**src/logic/pcp_pager_fix_note.sv**
```systemverilog
// Intentionally empty companion: no extra design units.
`timescale 1ns/1ps

```
**src/logic/pcp_pkg.sv**
```systemverilog
// Package for the protected page cache pager: register map, field positions,
// opcodes, result codes, page types and the toy integrity function.
// Assumes an APB master with 32-bit data and byte addresses.
package pcp_pkg;

  // Register byte offsets.
  localparam logic [7:0] CMD_OFF = 8'h00;
  localparam logic [7:0] DIGEST_OFF = 8'h04;
  localparam logic [7:0] META_OFF = 8'h08;
  localparam logic [7:0] STATUS_OFF = 8'h0C;
  localparam logic [7:0] WB_DIGEST_OFF = 8'h10;
  localparam logic [7:0] WB_META_OFF = 8'h14;
  localparam logic [7:0] INFO_SEL_OFF = 8'h18;
  localparam logic [7:0] INFO_OFF = 8'h1C;
  localparam logic [7:0] CAP_OFF = 8'h20;

  // Command register fields (low bit of each field).
  localparam int OP_LSB = 0;
  localparam int OP_W = 4;
  localparam int TGT_LSB = 8;
  localparam int SPG_LSB = 16;
  localparam int SLOT_LSB = 24;

  // Metadata record fields.
  localparam int META_TYPE_LSB = 0;
  localparam int META_OWNER_LSB = 4;
  localparam int META_MAC_LSB = 16;

  // Status and info fields.
  localparam int STAT_FAULT_BIT = 8;
  localparam int INFO_VALID_BIT = 0;
  localparam int INFO_BLOCKED_BIT = 1;
  localparam int INFO_PENDING_BIT = 2;
  localparam int INFO_TLB_BIT = 3;
  localparam int INFO_TYPE_LSB = 4;
  localparam int INFO_OWNER_LSB = 8;
  localparam int INFO_TRACK_BIT = 12;
  localparam int INFO_VER_LSB = 16;

  // Operation codes.
  localparam logic [3:0] OP_ADD_VERSION_ARRAY = 4'h1;
  localparam logic [3:0] OP_BLOCK_PAGE = 4'h2;
  localparam logic [3:0] OP_TRACK_ENCLAVE = 4'h3;
  localparam logic [3:0] OP_WRITE_BACK_PAGE = 4'h4;
  localparam logic [3:0] OP_LOAD_UNBLOCKED = 4'h5;
  localparam logic [3:0] OP_LOAD_BLOCKED = 4'h6;
  localparam logic [3:0] OP_ADD_DYNAMIC_PAGE = 4'h7;
  localparam logic [3:0] OP_ACCEPT_PAGE = 4'h8;
  localparam logic [3:0] OP_ACCESS = 4'h9;
  localparam logic [3:0] OP_IPI = 4'hA;

  // Result codes.
  localparam logic [3:0] RES_OK = 4'h0;
  localparam logic [3:0] RES_REFUSED = 4'h1;
  localparam logic [3:0] RES_MAC_FAIL = 4'h2;
  localparam logic [3:0] RES_PAGE_FAULT = 4'h3;
  localparam logic [3:0] RES_BAD_OP = 4'hF;

  // Page types.
  localparam logic [1:0] TYPE_REG = 2'h0;
  localparam logic [1:0] TYPE_CONTROL = 2'h1;
  localparam logic [1:0] TYPE_VA = 2'h2;

  // Arbitrary sealing key for the toy cipher; not a secret of any real part.
  localparam logic [31:0] SEAL_KEY = 32'h5A3C_96E1;
  localparam logic [15:0] VER_INIT = 16'h0001;

  // Keyed 16-bit integrity tag binding digest, version and page attributes.
  function automatic logic [15:0] mac_of(input logic [31:0] d, input logic [15:0] v,
                                        input logic [7:0] attr);
    logic [15:0] t;
    t = d[31:16] ^ d[15:0] ^ SEAL_KEY[15:0];
    mac_of = {t[10:0], t[15:11]} ^ v ^ {attr, attr} ^ SEAL_KEY[31:16];
  endfunction : mac_of

endpackage : pcp_pkg

```
**src/logic/pcp_pager.sv**
```systemverilog
// Protected page cache pager: page state table, version slots and an APB
// register front end through which system software issues paging operations.
// Assumes one clock, APB master per AMBA rules, and that page contents are
// represented by one 32-bit word per page.
// Notes on behaviour
// - block_page sets blocked; no new translation is cached for that page.
// - Access to blocked page without cached translation faults, installs nothing.
// - track_enclave on control page starts tracking stale translations of blocked pages.
// - write_back_page encrypts the page, outputs ciphertext, invalidates the cached page.
// - Write-back computes an integrity tag and places it in the metadata record.
// - Reload succeeds only when ciphertext and tag match; otherwise page stays absent.
// - Write-back records the page version in a version slot for anti-replay.
// - load_unblocked reinstates unblocked, load_blocked reinstates blocked.
// - Page, slot, ciphertext and metadata are bound together and given back at reload.
// - Successful reload empties the version slot used.
// - Control page cannot be written back while any child page is resident.
// - A version-array page is written back using a slot of another page.
// - add_version_array creates a page whose slots are all empty.
// - add_dynamic_page only on a free page; leaves it valid and pending.
// - Dynamic pages get regular type and zero contents.
// - accept_page checks attributes and clears pending, making the page usable.
// - Interrupt to the enclave forces exit and flushes all cached translations.
// - Dynamic addition only with second-generation capability; rest is first generation.
//
// Local design decisions: the APB slave port and the address map.
`timescale 1ns/1ps

module pcp_pager #(
  parameter int PAGES = 8,
  parameter int SLOTS = 4,
  parameter bit GEN2 = 1'b1
) (
  input wire logic pclk, // APB clock, 100 MHz.
  input wire logic presetn, // Asynchronous reset, active low.
  input wire logic psel, // Slave select.
  input wire logic penable, // Access phase.
  input wire logic pwrite, // Write when high.
  input wire logic [7:0] paddr, // Byte address.
  input wire logic [31:0] pwdata, // Write data.
  output logic [31:0] prdata, // Read data.
  output logic pready, // Always ready.
  output logic pslverr, // Unmapped address.
  output logic enclave_exit // One-cycle pulse on forced enclave exit.
);

  localparam int IW = $clog2(PAGES);
  localparam int SW = $clog2(SLOTS);
  localparam int NS = PAGES * SLOTS;

  // Page state table and version slots, all in flip-flops.
  logic [PAGES-1:0] pg_valid;
  logic [PAGES-1:0] pg_blocked;
  logic [PAGES-1:0] pg_pending;
  logic [PAGES-1:0] pg_tlb;
  logic [PAGES-1:0] track_armed;
  logic [1:0] pg_type [PAGES];
  logic [IW-1:0] pg_owner [PAGES];
  logic [31:0] pg_data [PAGES];
  logic [NS-1:0] slot_used;
  logic [15:0] slot_ver [NS];
  logic [15:0] ver_ctr;

  // Software-visible registers.
  logic [31:0] digest_in;
  logic [31:0] meta_in;
  logic [3:0] result;
  logic fault;
  logic [31:0] wb_digest;
  logic [31:0] wb_meta;
  logic [IW-1:0] info_sel;

  // APB decode; every access completes in its first access cycle.
  wire acc = psel & penable;
  wire wr = acc & pwrite;
  wire cmd_go = wr && paddr == pcp_pkg::CMD_OFF;
  wire mapped = paddr == pcp_pkg::CMD_OFF || paddr == pcp_pkg::DIGEST_OFF ||
                paddr == pcp_pkg::META_OFF || paddr == pcp_pkg::STATUS_OFF ||
                paddr == pcp_pkg::WB_DIGEST_OFF || paddr == pcp_pkg::WB_META_OFF ||
                paddr == pcp_pkg::INFO_SEL_OFF || paddr == pcp_pkg::INFO_OFF ||
                paddr == pcp_pkg::CAP_OFF;

  // Command fields.
  wire [3:0] op = pwdata[pcp_pkg::OP_LSB +: pcp_pkg::OP_W];
  wire [IW-1:0] tgt = pwdata[pcp_pkg::TGT_LSB +: IW];
  wire [IW-1:0] spg = pwdata[pcp_pkg::SPG_LSB +: IW];
  wire [SW-1:0] sl = pwdata[pcp_pkg::SLOT_LSB +: SW];
  wire [IW+SW-1:0] sidx = {spg, sl};
  wire [1:0] m_type = meta_in[pcp_pkg::META_TYPE_LSB +: 2];
  wire [IW-1:0] m_owner = meta_in[pcp_pkg::META_OWNER_LSB +: IW];
  wire [15:0] m_mac = meta_in[pcp_pkg::META_MAC_LSB +: 16];

  // Per-enclave summaries: stale translations to blocked pages and resident children.
  logic [PAGES-1:0] encl_stale;
  logic [PAGES-1:0] has_child;
  always_comb begin
    encl_stale = '0;
    has_child = '0;
    for (int i = 0; i < PAGES; i++) begin
      if (pg_valid[i] && pg_type[i] != pcp_pkg::TYPE_CONTROL && pg_type[i] != pcp_pkg::TYPE_VA) begin
        has_child[pg_owner[i]] = 1'b1;
        if (pg_blocked[i] && pg_tlb[i]) begin
          encl_stale[pg_owner[i]] = 1'b1;
        end
      end
    end
  end
  wire [PAGES-1:0] trk_done = track_armed & ~encl_stale;

  // Target and slot qualifications.
  wire t_free = !pg_valid[tgt];
  wire t_reg = pg_valid[tgt] && pg_type[tgt] == pcp_pkg::TYPE_REG;
  wire va_ok = pg_valid[spg] && pg_type[spg] == pcp_pkg::TYPE_VA;
  wire owner_ok = pg_valid[m_owner] && pg_type[m_owner] == pcp_pkg::TYPE_CONTROL;
  wire [IW-1:0] t_owner = pg_owner[tgt];

  // Write-back acceptance per page type.
  wire wb_type_ok =
    (pg_type[tgt] == pcp_pkg::TYPE_REG && pg_blocked[tgt] && trk_done[t_owner]) ||
    (pg_type[tgt] == pcp_pkg::TYPE_CONTROL && !has_child[tgt]) ||
    (pg_type[tgt] == pcp_pkg::TYPE_VA && spg != tgt);
  wire wb_ok = pg_valid[tgt] && !pg_pending[tgt] && va_ok && !slot_used[sidx] && wb_type_ok;

  // Ciphertext and integrity tag produced at write-back.
  wire [7:0] wb_attr = 8'({pg_owner[tgt], 2'b00, pg_type[tgt]});
  wire [31:0] wb_cipher = pg_data[tgt] ^ pcp_pkg::SEAL_KEY ^ {ver_ctr, ver_ctr};
  wire [15:0] wb_mac = pcp_pkg::mac_of(wb_cipher, ver_ctr, wb_attr);

  // Reload check: slot holds a live version and the tag matches it.
  wire [15:0] ld_ver = slot_ver[sidx];
  wire mac_ok = m_mac == pcp_pkg::mac_of(digest_in, ld_ver, meta_in[7:0]);
  wire ld_type_ok = m_type == pcp_pkg::TYPE_CONTROL || m_type == pcp_pkg::TYPE_VA ||
                    (m_type == pcp_pkg::TYPE_REG && owner_ok);
  wire ld_pre = t_free && va_ok && slot_used[sidx] && ld_type_ok;
  wire is_load = op == pcp_pkg::OP_LOAD_UNBLOCKED || op == pcp_pkg::OP_LOAD_BLOCKED;
  wire ld_ok = ld_pre && mac_ok;
  wire [31:0] ld_plain = digest_in ^ pcp_pkg::SEAL_KEY ^ {ld_ver, ld_ver};

  // Other operations.
  wire blk_ok = t_reg && !pg_pending[tgt] && !pg_blocked[tgt];
  wire trk_ok = pg_valid[tgt] && pg_type[tgt] == pcp_pkg::TYPE_CONTROL;
  wire aug_ok = GEN2 && t_free && owner_ok;
  wire acc_ok = t_reg && pg_pending[tgt];
  wire use_ok = t_reg && !pg_pending[tgt];
  wire use_fault = use_ok && pg_blocked[tgt] && !pg_tlb[tgt];

  // Result of the command being issued.
  logic [3:0] next_result;
  always_comb begin
    unique case (op)
      pcp_pkg::OP_ADD_VERSION_ARRAY: next_result = t_free ? pcp_pkg::RES_OK : pcp_pkg::RES_REFUSED;
      pcp_pkg::OP_BLOCK_PAGE: next_result = blk_ok ? pcp_pkg::RES_OK : pcp_pkg::RES_REFUSED;
      pcp_pkg::OP_TRACK_ENCLAVE: next_result = trk_ok ? pcp_pkg::RES_OK : pcp_pkg::RES_REFUSED;
      pcp_pkg::OP_WRITE_BACK_PAGE: next_result = wb_ok ? pcp_pkg::RES_OK : pcp_pkg::RES_REFUSED;
      pcp_pkg::OP_LOAD_UNBLOCKED, pcp_pkg::OP_LOAD_BLOCKED:
        next_result = !ld_pre ? pcp_pkg::RES_REFUSED :
                      (mac_ok ? pcp_pkg::RES_OK : pcp_pkg::RES_MAC_FAIL);
      pcp_pkg::OP_ADD_DYNAMIC_PAGE: next_result = aug_ok ? pcp_pkg::RES_OK : pcp_pkg::RES_REFUSED;
      pcp_pkg::OP_ACCEPT_PAGE: next_result = acc_ok ? pcp_pkg::RES_OK : pcp_pkg::RES_REFUSED;
      pcp_pkg::OP_ACCESS:
        next_result = !use_ok ? pcp_pkg::RES_REFUSED :
                      (use_fault ? pcp_pkg::RES_PAGE_FAULT : pcp_pkg::RES_OK);
      pcp_pkg::OP_IPI: next_result = pcp_pkg::RES_OK;
      default: next_result = pcp_pkg::RES_BAD_OP;
    endcase
  end
  wire good = next_result == pcp_pkg::RES_OK;
  wire do_ipi = cmd_go && op == pcp_pkg::OP_IPI;

  // Page state table update; one operation per command write.
  always_ff @(posedge pclk or negedge presetn) begin
    if (!presetn) begin
      pg_valid <= '0;
      pg_blocked <= '0;
      pg_pending <= '0;
      pg_tlb <= '0;
      track_armed <= '0;
      for (int i = 0; i < PAGES; i++) begin
        pg_type[i] <= pcp_pkg::TYPE_REG;
        pg_owner[i] <= '0;
        pg_data[i] <= '0;
      end
    end else if (do_ipi) begin
      pg_tlb <= '0;
    end else if (cmd_go && good) begin
      unique case (op)
        pcp_pkg::OP_ADD_VERSION_ARRAY: begin
          pg_valid[tgt] <= 1'b1;
          pg_type[tgt] <= pcp_pkg::TYPE_VA;
          pg_owner[tgt] <= '0;
        end
        pcp_pkg::OP_BLOCK_PAGE: begin
          pg_blocked[tgt] <= 1'b1;
          track_armed[t_owner] <= 1'b0; // A new block needs a fresh track.
        end
        pcp_pkg::OP_TRACK_ENCLAVE: track_armed[tgt] <= 1'b1;
        pcp_pkg::OP_WRITE_BACK_PAGE: begin
          pg_valid[tgt] <= 1'b0;
          pg_tlb[tgt] <= 1'b0;
          pg_blocked[tgt] <= 1'b0;
          if (pg_type[tgt] == pcp_pkg::TYPE_CONTROL) begin
            track_armed[tgt] <= 1'b0;
          end
        end
        pcp_pkg::OP_LOAD_UNBLOCKED, pcp_pkg::OP_LOAD_BLOCKED: begin
          pg_valid[tgt] <= 1'b1;
          pg_blocked[tgt] <= op == pcp_pkg::OP_LOAD_BLOCKED;
          pg_pending[tgt] <= 1'b0;
          pg_tlb[tgt] <= 1'b0;
          pg_type[tgt] <= m_type;
          pg_owner[tgt] <= m_owner;
          pg_data[tgt] <= ld_plain;
        end
        pcp_pkg::OP_ADD_DYNAMIC_PAGE: begin
          pg_valid[tgt] <= 1'b1;
          pg_pending[tgt] <= 1'b1;
          pg_blocked[tgt] <= 1'b0;
          pg_tlb[tgt] <= 1'b0;
          pg_type[tgt] <= pcp_pkg::TYPE_REG;
          pg_owner[tgt] <= m_owner;
          pg_data[tgt] <= '0;
        end
        pcp_pkg::OP_ACCEPT_PAGE: pg_pending[tgt] <= 1'b0;
        pcp_pkg::OP_ACCESS: begin
          if (!pg_blocked[tgt]) begin
            pg_tlb[tgt] <= 1'b1; // Translations are only cached for unblocked pages.
          end
        end
        default: ;
      endcase
    end
  end

  // Version slots: filled at write-back, emptied at reload, cleared on a new array page.
  always_ff @(posedge pclk or negedge presetn) begin
    if (!presetn) begin
      slot_used <= '0;
      ver_ctr <= pcp_pkg::VER_INIT;
      for (int i = 0; i < NS; i++) begin
        slot_ver[i] <= '0;
      end
    end else if (cmd_go && good && op == pcp_pkg::OP_WRITE_BACK_PAGE) begin
      slot_used[sidx] <= 1'b1;
      slot_ver[sidx] <= ver_ctr;
      ver_ctr <= ver_ctr + 16'h0001;
    end else if (cmd_go && good && is_load) begin
      slot_used[sidx] <= 1'b0;
    end else if (cmd_go && good && op == pcp_pkg::OP_ADD_VERSION_ARRAY) begin
      slot_used[tgt * SLOTS +: SLOTS] <= '0;
    end
  end

  // Software registers: inputs for reload, write-back outputs, status.
  always_ff @(posedge pclk or negedge presetn) begin
    if (!presetn) begin
      digest_in <= '0;
      meta_in <= '0;
      result <= pcp_pkg::RES_OK;
      fault <= 1'b0;
      wb_digest <= '0;
      wb_meta <= '0;
      info_sel <= '0;
      enclave_exit <= 1'b0;
    end else begin
      enclave_exit <= do_ipi;
      if (wr && paddr == pcp_pkg::DIGEST_OFF) begin
        digest_in <= pwdata;
      end
      if (wr && paddr == pcp_pkg::META_OFF) begin
        meta_in <= pwdata;
      end
      if (wr && paddr == pcp_pkg::INFO_SEL_OFF) begin
        info_sel <= pwdata[IW-1:0];
      end
      if (cmd_go) begin
        result <= next_result;
      end
      // A fault raised in the cycle software clears the flag wins over the clear.
      if (cmd_go && op == pcp_pkg::OP_ACCESS && use_fault) begin
        fault <= 1'b1;
      end else if (wr && paddr == pcp_pkg::STATUS_OFF && pwdata[pcp_pkg::STAT_FAULT_BIT]) begin
        fault <= 1'b0;
      end
      if (cmd_go && good && op == pcp_pkg::OP_WRITE_BACK_PAGE) begin
        wb_digest <= wb_cipher;
        wb_meta <= {wb_mac, 8'h00, wb_attr};
      end
    end
  end

  // Read mux; unmapped addresses answer zero with an error.
  wire [15:0] sel_ver = slot_ver[{info_sel, {SW{1'b0}}}];
  wire [31:0] info_word = {sel_ver, 3'b000, track_armed[info_sel],
                           4'(pg_owner[info_sel]), 2'b00, pg_type[info_sel],
                           pg_tlb[info_sel], pg_pending[info_sel],
                           pg_blocked[info_sel], pg_valid[info_sel]};
  always_comb begin
    unique case (paddr)
      pcp_pkg::DIGEST_OFF: prdata = digest_in;
      pcp_pkg::META_OFF: prdata = meta_in;
      pcp_pkg::STATUS_OFF: prdata = {23'h000000, fault, 4'h0, result};
      pcp_pkg::WB_DIGEST_OFF: prdata = wb_digest;
      pcp_pkg::WB_META_OFF: prdata = wb_meta;
      pcp_pkg::INFO_SEL_OFF: prdata = 32'(info_sel);
      pcp_pkg::INFO_OFF: prdata = info_word;
      pcp_pkg::CAP_OFF: prdata = {30'h00000000, GEN2, 1'b1};
      default: prdata = 32'h00000000;
    endcase
  end
  assign pready = 1'b1;
  assign pslverr = acc & ~mapped;
endmodule : pcp_pager

```
**config.mk**
```make
export PLATFORM = sky130hd
export DESIGN_NAME = pcp_pager
export DESIGN_NICKNAME = d
export VERILOG_FILES = /design/src/logic/pcp_pager_fix_note.sv /design/src/logic/pcp_pkg.sv /design/src/logic/pcp_pager.sv
export SDC_FILE = /design/constraint.sdc
export NUM_CORES = 2
export LEC_CHECK = 0
export ABC_AREA = 1
export BUFFER_PORTS_ARGS = -buffer_cell sky130_fd_sc_hd__buf_2
export CAP_MARGIN = 15
export CORE_UTILIZATION = 56
export DETAILED_ROUTE_END_ITERATION = 8
export PLACE_DENSITY_LB_ADDON = 0.3
export SYNTH_ARGS = -nofsm -noshare
export SYNTH_HDL_FRONTEND = slang
export SYNTH_SLANG_ARGS = --single-unit
```
**constraint.sdc**
```tcl
create_clock -name pclk -period 3.7 [get_ports pclk]
set_input_delay 0 -clock pclk [delete_from_list [all_inputs] [get_ports pclk]]
set_output_delay 0 -clock pclk [all_outputs]
set_load 0.02 [all_outputs]
```
### Word level (Yosys, flattened, before mapping)

Index checks and enable logic that the tools add are counted.

| word-level totals | value |
|---|---|
| flip-flop bits (word level) | 1022 |
| word-level logic and storage cells | 482 |

| cells by class | value |
|---|---|
| $lt $le $gt $ge | 33 |
| equal/unequal tests | 44 |
| reductions and logical operators | 120 |
| mux-type cells | 144 |
| add/subtract/negate cells | 2 |
| bitwise gates (word level) | 66 |
| shift-type cells | 2 |

Operators with widths:

| kind | count |
|---|---|
| bitwise mux 512 bit | 1 |
| case mux 256 bit (2 select lines) | 1 |
| bitwise AND 256 bit | 1 |
| bitwise mux 256 bit | 1 |
| NOT 256 bit | 1 |
| case mux 32 bit (8 select lines) | 1 |
| 2-to-1 mux 8 bit | 28 |
| 2-to-1 mux 32 bit | 6 |
| binary-select mux 16 bit (select 5 bit) | 2 |
| bitwise OR 8 bit | 20 |
| binary-select mux 32 bit (select 3 bit) | 1 |
| demux 32 bit (select 3 bit) | 1 |
| demux 16 bit (select 5 bit) | 1 |
| 2-to-1 mux 16 bit | 5 |
| XOR 16 bit | 5 |
| logical AND 1 bit | 72 |
| bitwise AND 8 bit | 8 |
| NOT 8 bit | 8 |
| XOR 32 bit | 2 |
| < comparator 3 x 4 -> 1 bit (second input constant) | 13 |
| NOT 16 bit | 3 |
| case mux 16 bit (3 select lines) | 1 |
| case mux 24 bit (2 select lines) | 1 |
| case mux 8 bit (2 select lines) | 3 |
| other kinds (66) | 225 |

### Longest topological paths before layout

| depth | value |
|---|---|
| depth after elaboration | 43 |
| mapped depth | 30 |
| mapped depth without buffers | 24 |

### Worst setup path after synthesis

Ideal clock, no wire load.

| path | value |
|---|---|
| kind | flip-flop to flip-flop |
| start point | reg pg_owner[3] in the netlist's numbering |
| end point | reg slot_ver[82] in the netlist's numbering |
| arrival time | 2.792 ns |
| clock period less this slack | 2.924 ns |
| cell stages (with the launch flop) | 28 |
| path buffers | 4 |
| setup slack | 0.776 ns |
| path through | dfrtp_1 > buf_2 > clkinv_1 > nand2_1 > nand2_1 > nand2_1 > nand2_1 > nand2_1 > nand2_2 > nor2_1 > nand3_1 > nand3_1 > nand2_1 > nor2_1 > nand2_1 > nand2_1 > nand2_1 > nand2_1 > nand2_2 > nor2_8 > nand2_4 > clkinv_2 > buf_6 > buf_8 > nand2_2 > buf_2 > nand2_1 > o21ai_1 |

| between the ends | value |
|---|---|
| word-level cells in the longest chain between the ends | 23 |
| elaborated cells on any way between the ends | 35 |

Ends and longest elaborated chain:

| what | RTL line | source |
|---|---|---|
| from (decl) | pcp_pager.sv:57 | `logic [IW-1:0] pg_owner [PAGES];` |
| from (signal, indexed assignment) | pcp_pager.sv:210 | `pg_owner[tgt] <= m_owner;` |
| from (signal, indexed assignment) | pcp_pager.sv:219 | `pg_owner[tgt] <= m_owner;` |
| < comparator 3 x 4 -> 1 bit (not written as such) or >= comparator 3 x 1 -> 1 bit (tied branches) | pcp_pager.sv:100, pcp_pager.sv:102 |  |
| logical AND 1 bit (not written as such) | pcp_pager.sv:100, pcp_pager.sv:102 |  |
| 2-to-1 mux 1 bit (not written as such) | pcp_pager.sv:100, pcp_pager.sv:102 |  |
| demux 1 bit (select 3 bit) | pcp_pager.sv:100, pcp_pager.sv:102 |  |
| bitwise OR 8 bit (no source line) | -- |  |
| 2-to-1 mux 8 bit | pcp_pager.sv:101 | `if (pg_blocked[i] && pg_tlb[i]) begin` |
| 2-to-1 mux 8 bit | pcp_pager.sv:99 | `if (pg_valid[i] && pg_type[i] != pcp_pkg::TYPE_CONTROL && pg_type[i] != pcp_pkg::TYPE_VA) begin` |
| bitwise OR 8 bit (no source line) | -- |  |
| [6 not listed] | -- |  |
| logical AND 1 bit | pcp_pager.sv:118 | `(pg_type[tgt] == pcp_pkg::TYPE_REG && pg_blocked[tgt] && trk_done[t_owner]) \|\|` |
| logical OR 1 bit * | pcp_pager.sv:118 |  |
| logical OR 1 bit * | pcp_pager.sv:119 | `(pg_type[tgt] == pcp_pkg::TYPE_CONTROL && !has_child[tgt]) \|\|` |
| logical AND 1 bit * | pcp_pager.sv:121 | `wire wb_ok = pg_valid[tgt] && !pg_pending[tgt] && va_ok && !slot_used[sidx] && wb_type_ok;` |
| 2-to-1 mux 1 bit * | pcp_pager.sv:153 | `pcp_pkg::OP_WRITE_BACK_PAGE: next_result = wb_ok ? pcp_pkg::RES_OK : pcp_pkg::RES_REFUSED;` |
| case mux 4 bit (9 select lines) * | pcp_pager.sv:149 | `unique case (op)` |
| zero test 4 bit * | pcp_pager.sv:166 | `wire good = next_result == pcp_pkg::RES_OK;` |
| logical AND 1 bit * (2 in series) | pcp_pager.sv:241 | `end else if (cmd_go && good && op == pcp_pkg::OP_WRITE_BACK_PAGE) begin` |
| to (signal, indexed assignment) | pcp_pager.sv:243 | `slot_ver[sidx] <= ver_ctr;` |
| to (decl) | pcp_pager.sv:60 | `logic [15:0] slot_ver [NS];` |

Every way passes the cells marked *; elsewhere a longest branch is shown, timed or not. The select of a mux whose other input is x is not followed.
A chain may end at the register's enable or synchronous reset.

### Worst setup path after layout

| path | value |
|---|---|
| start point | in pwdata[10] |
| end point | reg pg_data[106] in the netlist's numbering |

| between the ends | value |
|---|---|
| word-level cells in the longest chain between the ends | 15 |
| elaborated cells on any way between the ends | 71 |

Ends and longest elaborated chain:

| what | RTL line | source |
|---|---|---|
| from (decl) | pcp_pager.sv:39 | `input wire logic [31:0] pwdata,` |
| NOT 3 -> 4 bit (not written as such) | -- |  |
| binary-select mux 3 bit (select 3 bit) or binary-select mux 2 bit (select 3 bit) (tied branches) | -- |  |
| 2-to-1 mux 3 bit (not written as such) or 2-to-1 mux 2 bit (tied branches) (2 in series) | -- |  |
| binary-select mux 1 bit (select 3 bit) or zero test 2 bit (tied branches) | pcp_pager.sv:118, pcp_pager.sv:111 |  |
| 2-to-1 mux 1 bit (not written as such) (tied with other cells) | pcp_pager.sv:118 |  |
| logical AND 1 bit (on tied branches) | pcp_pager.sv:118, pcp_pager.sv:139, pcp_pager.sv:143 |  |
| logical OR 1 bit or logical AND 1 bit (tied branches) | pcp_pager.sv:118, pcp_pager.sv:144 |  |
| logical OR 1 bit or logical AND 1 bit (tied branches) | pcp_pager.sv:119, pcp_pager.sv:144 |  |
| logical AND 1 bit or 2-to-1 mux 2 bit (tied branches) | pcp_pager.sv:121, pcp_pager.sv:161 |  |
| 2-to-1 mux 1 bit or 2-to-1 mux 2 bit (tied branches) | pcp_pager.sv:153, pcp_pager.sv:160 |  |
| case mux 4 bit (9 select lines) | pcp_pager.sv:149 |  |
| zero test 4 bit | pcp_pager.sv:166 |  |
| logical AND 1 bit | pcp_pager.sv:184 | `end else if (cmd_go && good) begin` |
| AND reduction 3 bit (no source line) | -- |  |
| to (signal, indexed assignment) | pcp_pager.sv:211 | `pg_data[tgt] <= ld_plain;` |
| to (decl) | pcp_pager.sv:58 | `logic [31:0] pg_data [PAGES];` |

Several ways; a longest one is shown, not always the timed one. The select of a mux whose other input is x is not followed.

==> results_dict.tcl <==
set metrics [dict create \
    status "finished clean" \
    h-tree-depth 3 \
    layout-drive-gt1-share_pct 10.8 \
    cts-root-buf "clkbuf_16" \
    seq_area_mm2 0.0256 \
    dp.cells 8878 \
    max_stage_delay_ns 0.52 \
    postRouteWirelength_mm 240 \
    grt_max_degree 183 \
    wl_met1_mm 88.4 \
    clock_latency_ns 0.74 \
    drv_cap 0 \
    wl_met2_mm 99.9 \
    die_h_um 317 \
    gp_congestion 1.08 \
    clkSinkCount 1021 \
    synth_cells 7566 \
    drc 0 \
    tightest_slew_ns 1.06 \
    synth_edf_count 0 \
    rsz0062_at_grt "yes" \
    synth_compound_area_share_pct 13.3 \
    synth_area_mm2 0.0554 \
    start_util_pct 56.9 \
    drv_slew 0 \
    critPathLaunchType "input pin" \
    synth-main-ff-cell "dfrtp_1" \
    vias 57700 \
    maxClockFrequency_mhz 274 \
    vias_per_cell 6.33 \
    syn_nets 7618 \
    crit_path_frequent_cell "nand2_1" \
    worstPathRequired_ns 4.29 \
    final_nets 7802 \
    synth-seq-area-share_pct 46.1 \
    ir_worst_vdd_v 0.000421 \
    cp_cell_sequence "dlygate4sd3_1 -> buf_2 -> inv_2 -> nand3_1 -> buf_4 -> nor2_1 -> nor2_1 -> nand4_1 -> nor2_2 -> nand2_1 -> nor2_2 -> nand2_1 -> nand2_1 -> nand2_1 -> nand2_1 -> nand2_2 -> nor2_2 -> buf_4 -> nand4_1 -> buf_6 -> nand2_1 -> nand2_1" \
    period_share_pct 98.5 \
    path_clk_slew_ns 0.06 \
    syn_area_per_cell_um2 7.32 \
    async_flop_share_pct 100 \
    antenna_found_initial 9 \
    drt_iter0_markers 8825 \
    die_w_um 317 \
    syn_to_final_growth_pct 15.4 \
    fill_cells 8395 \
    synth_top_family_by_area "simple AND/OR/NAND/NOR gates" \
    power_mw 24.8 \
    synth_mux_area_share_pct 0 \
    worst_ep_arrival_time_ns 4.24 \
    cts_made_buffers 108 \
    worst_hold_slack_ns 0.0490 \
    firstDrtPassIters 9 \
    fp.coreArea_mm2 0.0973 \
    post-dp-hpwl_mm 165 \
    period_needed_ns 3.64 \
    grt_usage_pct 47.5 \
    cts_tree "done" \
    power_density_mw_per_mm2 388 \
    min_path_type "in2reg" \
    die_area_mm2 0.100 \
    cp-end-kind "flop" \
    hold_viol 0 \
    multiInputGateArea_mm2 0.0257 \
    maxSlewHeadroom_pct 29.2 \
    yosys.area_share.simple_pct 30.5 \
    synth-adder-area-share_pct 0.158 \
    wl_per_cell_um 26.3 \
    slowest_stage "dlygate4sd3_1" \
    design.portCount 80 \
    criticalPathCategory "in2reg" \
    ys_warn_count 0 \
    synth-seq-cells 1021 \
    synth-xor-area-share_pct 2.15 \
    io_buffer_count 78 \
    top_layer_used "met5" \
    p_leak_nw 31.9 \
    synth_cell_type_count 54 \
    ant_nets 0 \
    grt_overflow 0 \
    grt_pass1_vias 53200 \
    route.met3.wl_mm 30.4 \
    row_count 114 \
    worstPathMaxFanout 12 \
    setup_viol 0 \
    setup_tns_ns 0 \
    fin_worst_skew_ns 0.0319 \
    cts_max_path_buffers 3 \
    final_cells 9120 \
    grt_pass1_wl_mm 350 \
]
[where the power goes]
group	leakage, nW	internal [mW]	switching, mW
Combinational	16.7	0.475	1.44
Sequential	13.4	11.2	0.0178
Clock	1.86	6.73	4.96
Total	31.9	18.4	6.41
[Yosys cell counts (all sizes together), types with 32 or more instances]
cell / n / area share [%]
nand2: 2857 / 20
xor2: 95 / 1.5
dfrtp: 1020 / 46
a22oi: 39 / 0.53
a221oi: 49 / 0.77
o21ai: 902 / 8.1
inv: 504 / 3.4
buf: 212 / 2.3
o22ai: 47 / 0.53
nand3: 344 / 3.2
clkbuf: 284 / 1.9
xnor2: 41 / 0.65
o211ai: 32 / 0.43
nand4: 382 / 4.3
a21oi: 180 / 1.6
nor3: 39 / 0.36
nor2: 412 / 2.9
[final timing paths]
kind	start	end	slack, ns	cells after the start
max	pwdata[10]	pg_data[106]	0.06	22
min	pwdata[25]	digest_in[25]	0.05	4
max reg2reg	slot_ver[333]	pg_data[46]	0.08	22
min reg2reg	slot_ver[398]	slot_ver[398]	0.47	2
max in group asynchronous	presetn	pg_data[182]	2.93	3
min in group asynchronous	presetn	slot_ver[408]	0.14	3
[state kept, by name (all words and copies together), names as in the netlist, named ones only]
register      count
slot_ver        512
pg_data         256
digest_in        32
meta_in          32
slot_used        32
wb_digest        32
pg_owner         24
wb_meta          21
pg_type          16
ver_ctr          16
pg_blocked        8
pg_tlb            8
track_armed       8
info_sel          3
result            3
enclave_exit      1
fault             1
[layer usage]
layer  up-vias  GRT usage [%]
met2      4199           68.3
met3      1008           12.5
met4        10           34.5
li1      25200              -
met1     27300           61.9
met5         -              0
[per-stage QoR]
stage,util [%],area [um^2],setup slack [ns]
CTS,65.6,63800,0.0268
finish,65.7,63900,0.0560
global route,65.7,63900,-0.0185
global placement,61.3,59600,-0.0986
detailed placement,61.3,59600,-0.115
floorplan,-,55400,0.776
[critical path: cells and delay by family]
kind | cells | cell delay (ns)
AND/OR/NAND/NOR | 16 | 2.40
buffers and inverters | 6 | 1.79
[timing repair]
| action | in CTS | in global routing |
|---|---|---|
| hold endpoints to repair | 595 | 0 |
| buffers inserted | 0 | 0 |
| setup endpoints to repair | 12 | 787 |
| hold buffers | 38 | 0 |
| resized for setup | 3 | 31 |
[area by class of cell]
| type | instances | share of cell area [%] |
|---|---|---|
| repair buffers | 570 | 8.27 |
| diodes | 1 | 0.00392 |
| multi-input cells | 5523 | 40.2 |
| inverters | 526 | 3.11 |
| well taps | 1276 | 2.50 |
| clock buffers | 146 | 4.84 |
| flip-flops and latches | 1021 | 40.0 |
| clock inverters | 57 | 1.09 |
[logic make-up after synthesis]
logic type	Yosys count
AOI/OAI and AO/OA	1331
xor gates and xnor gates	136
adders and majority gates	7
buffers and inverters	1022
DFF	1021
other	1
and+or+nand+nor	4048
[cells in the final DEF (no fill, tap or decap), drive strengths merged, types with 6 or more instances in the layout]
cell / count
a221oi: 49
a32o: 6
a31oi: 7
nor3: 39
xnor2: 41
o21a: 16
clkinv: 52
nor2: 412
buf: 533
bufinv: 12
nand2: 2857
clkbuf: 146
a22oi: 39
dlygate4sd3: 37
inv: 511
o22ai: 47
dfrtp: 1020
a22o: 16
clkinvlp: 8
a21oi: 180
xor2: 95
ha: 7
o2111ai: 11
nand3: 344
o21ai: 902
o311ai: 14
o211ai: 32
nand4: 382
Power figures use the tool's default switching activity.
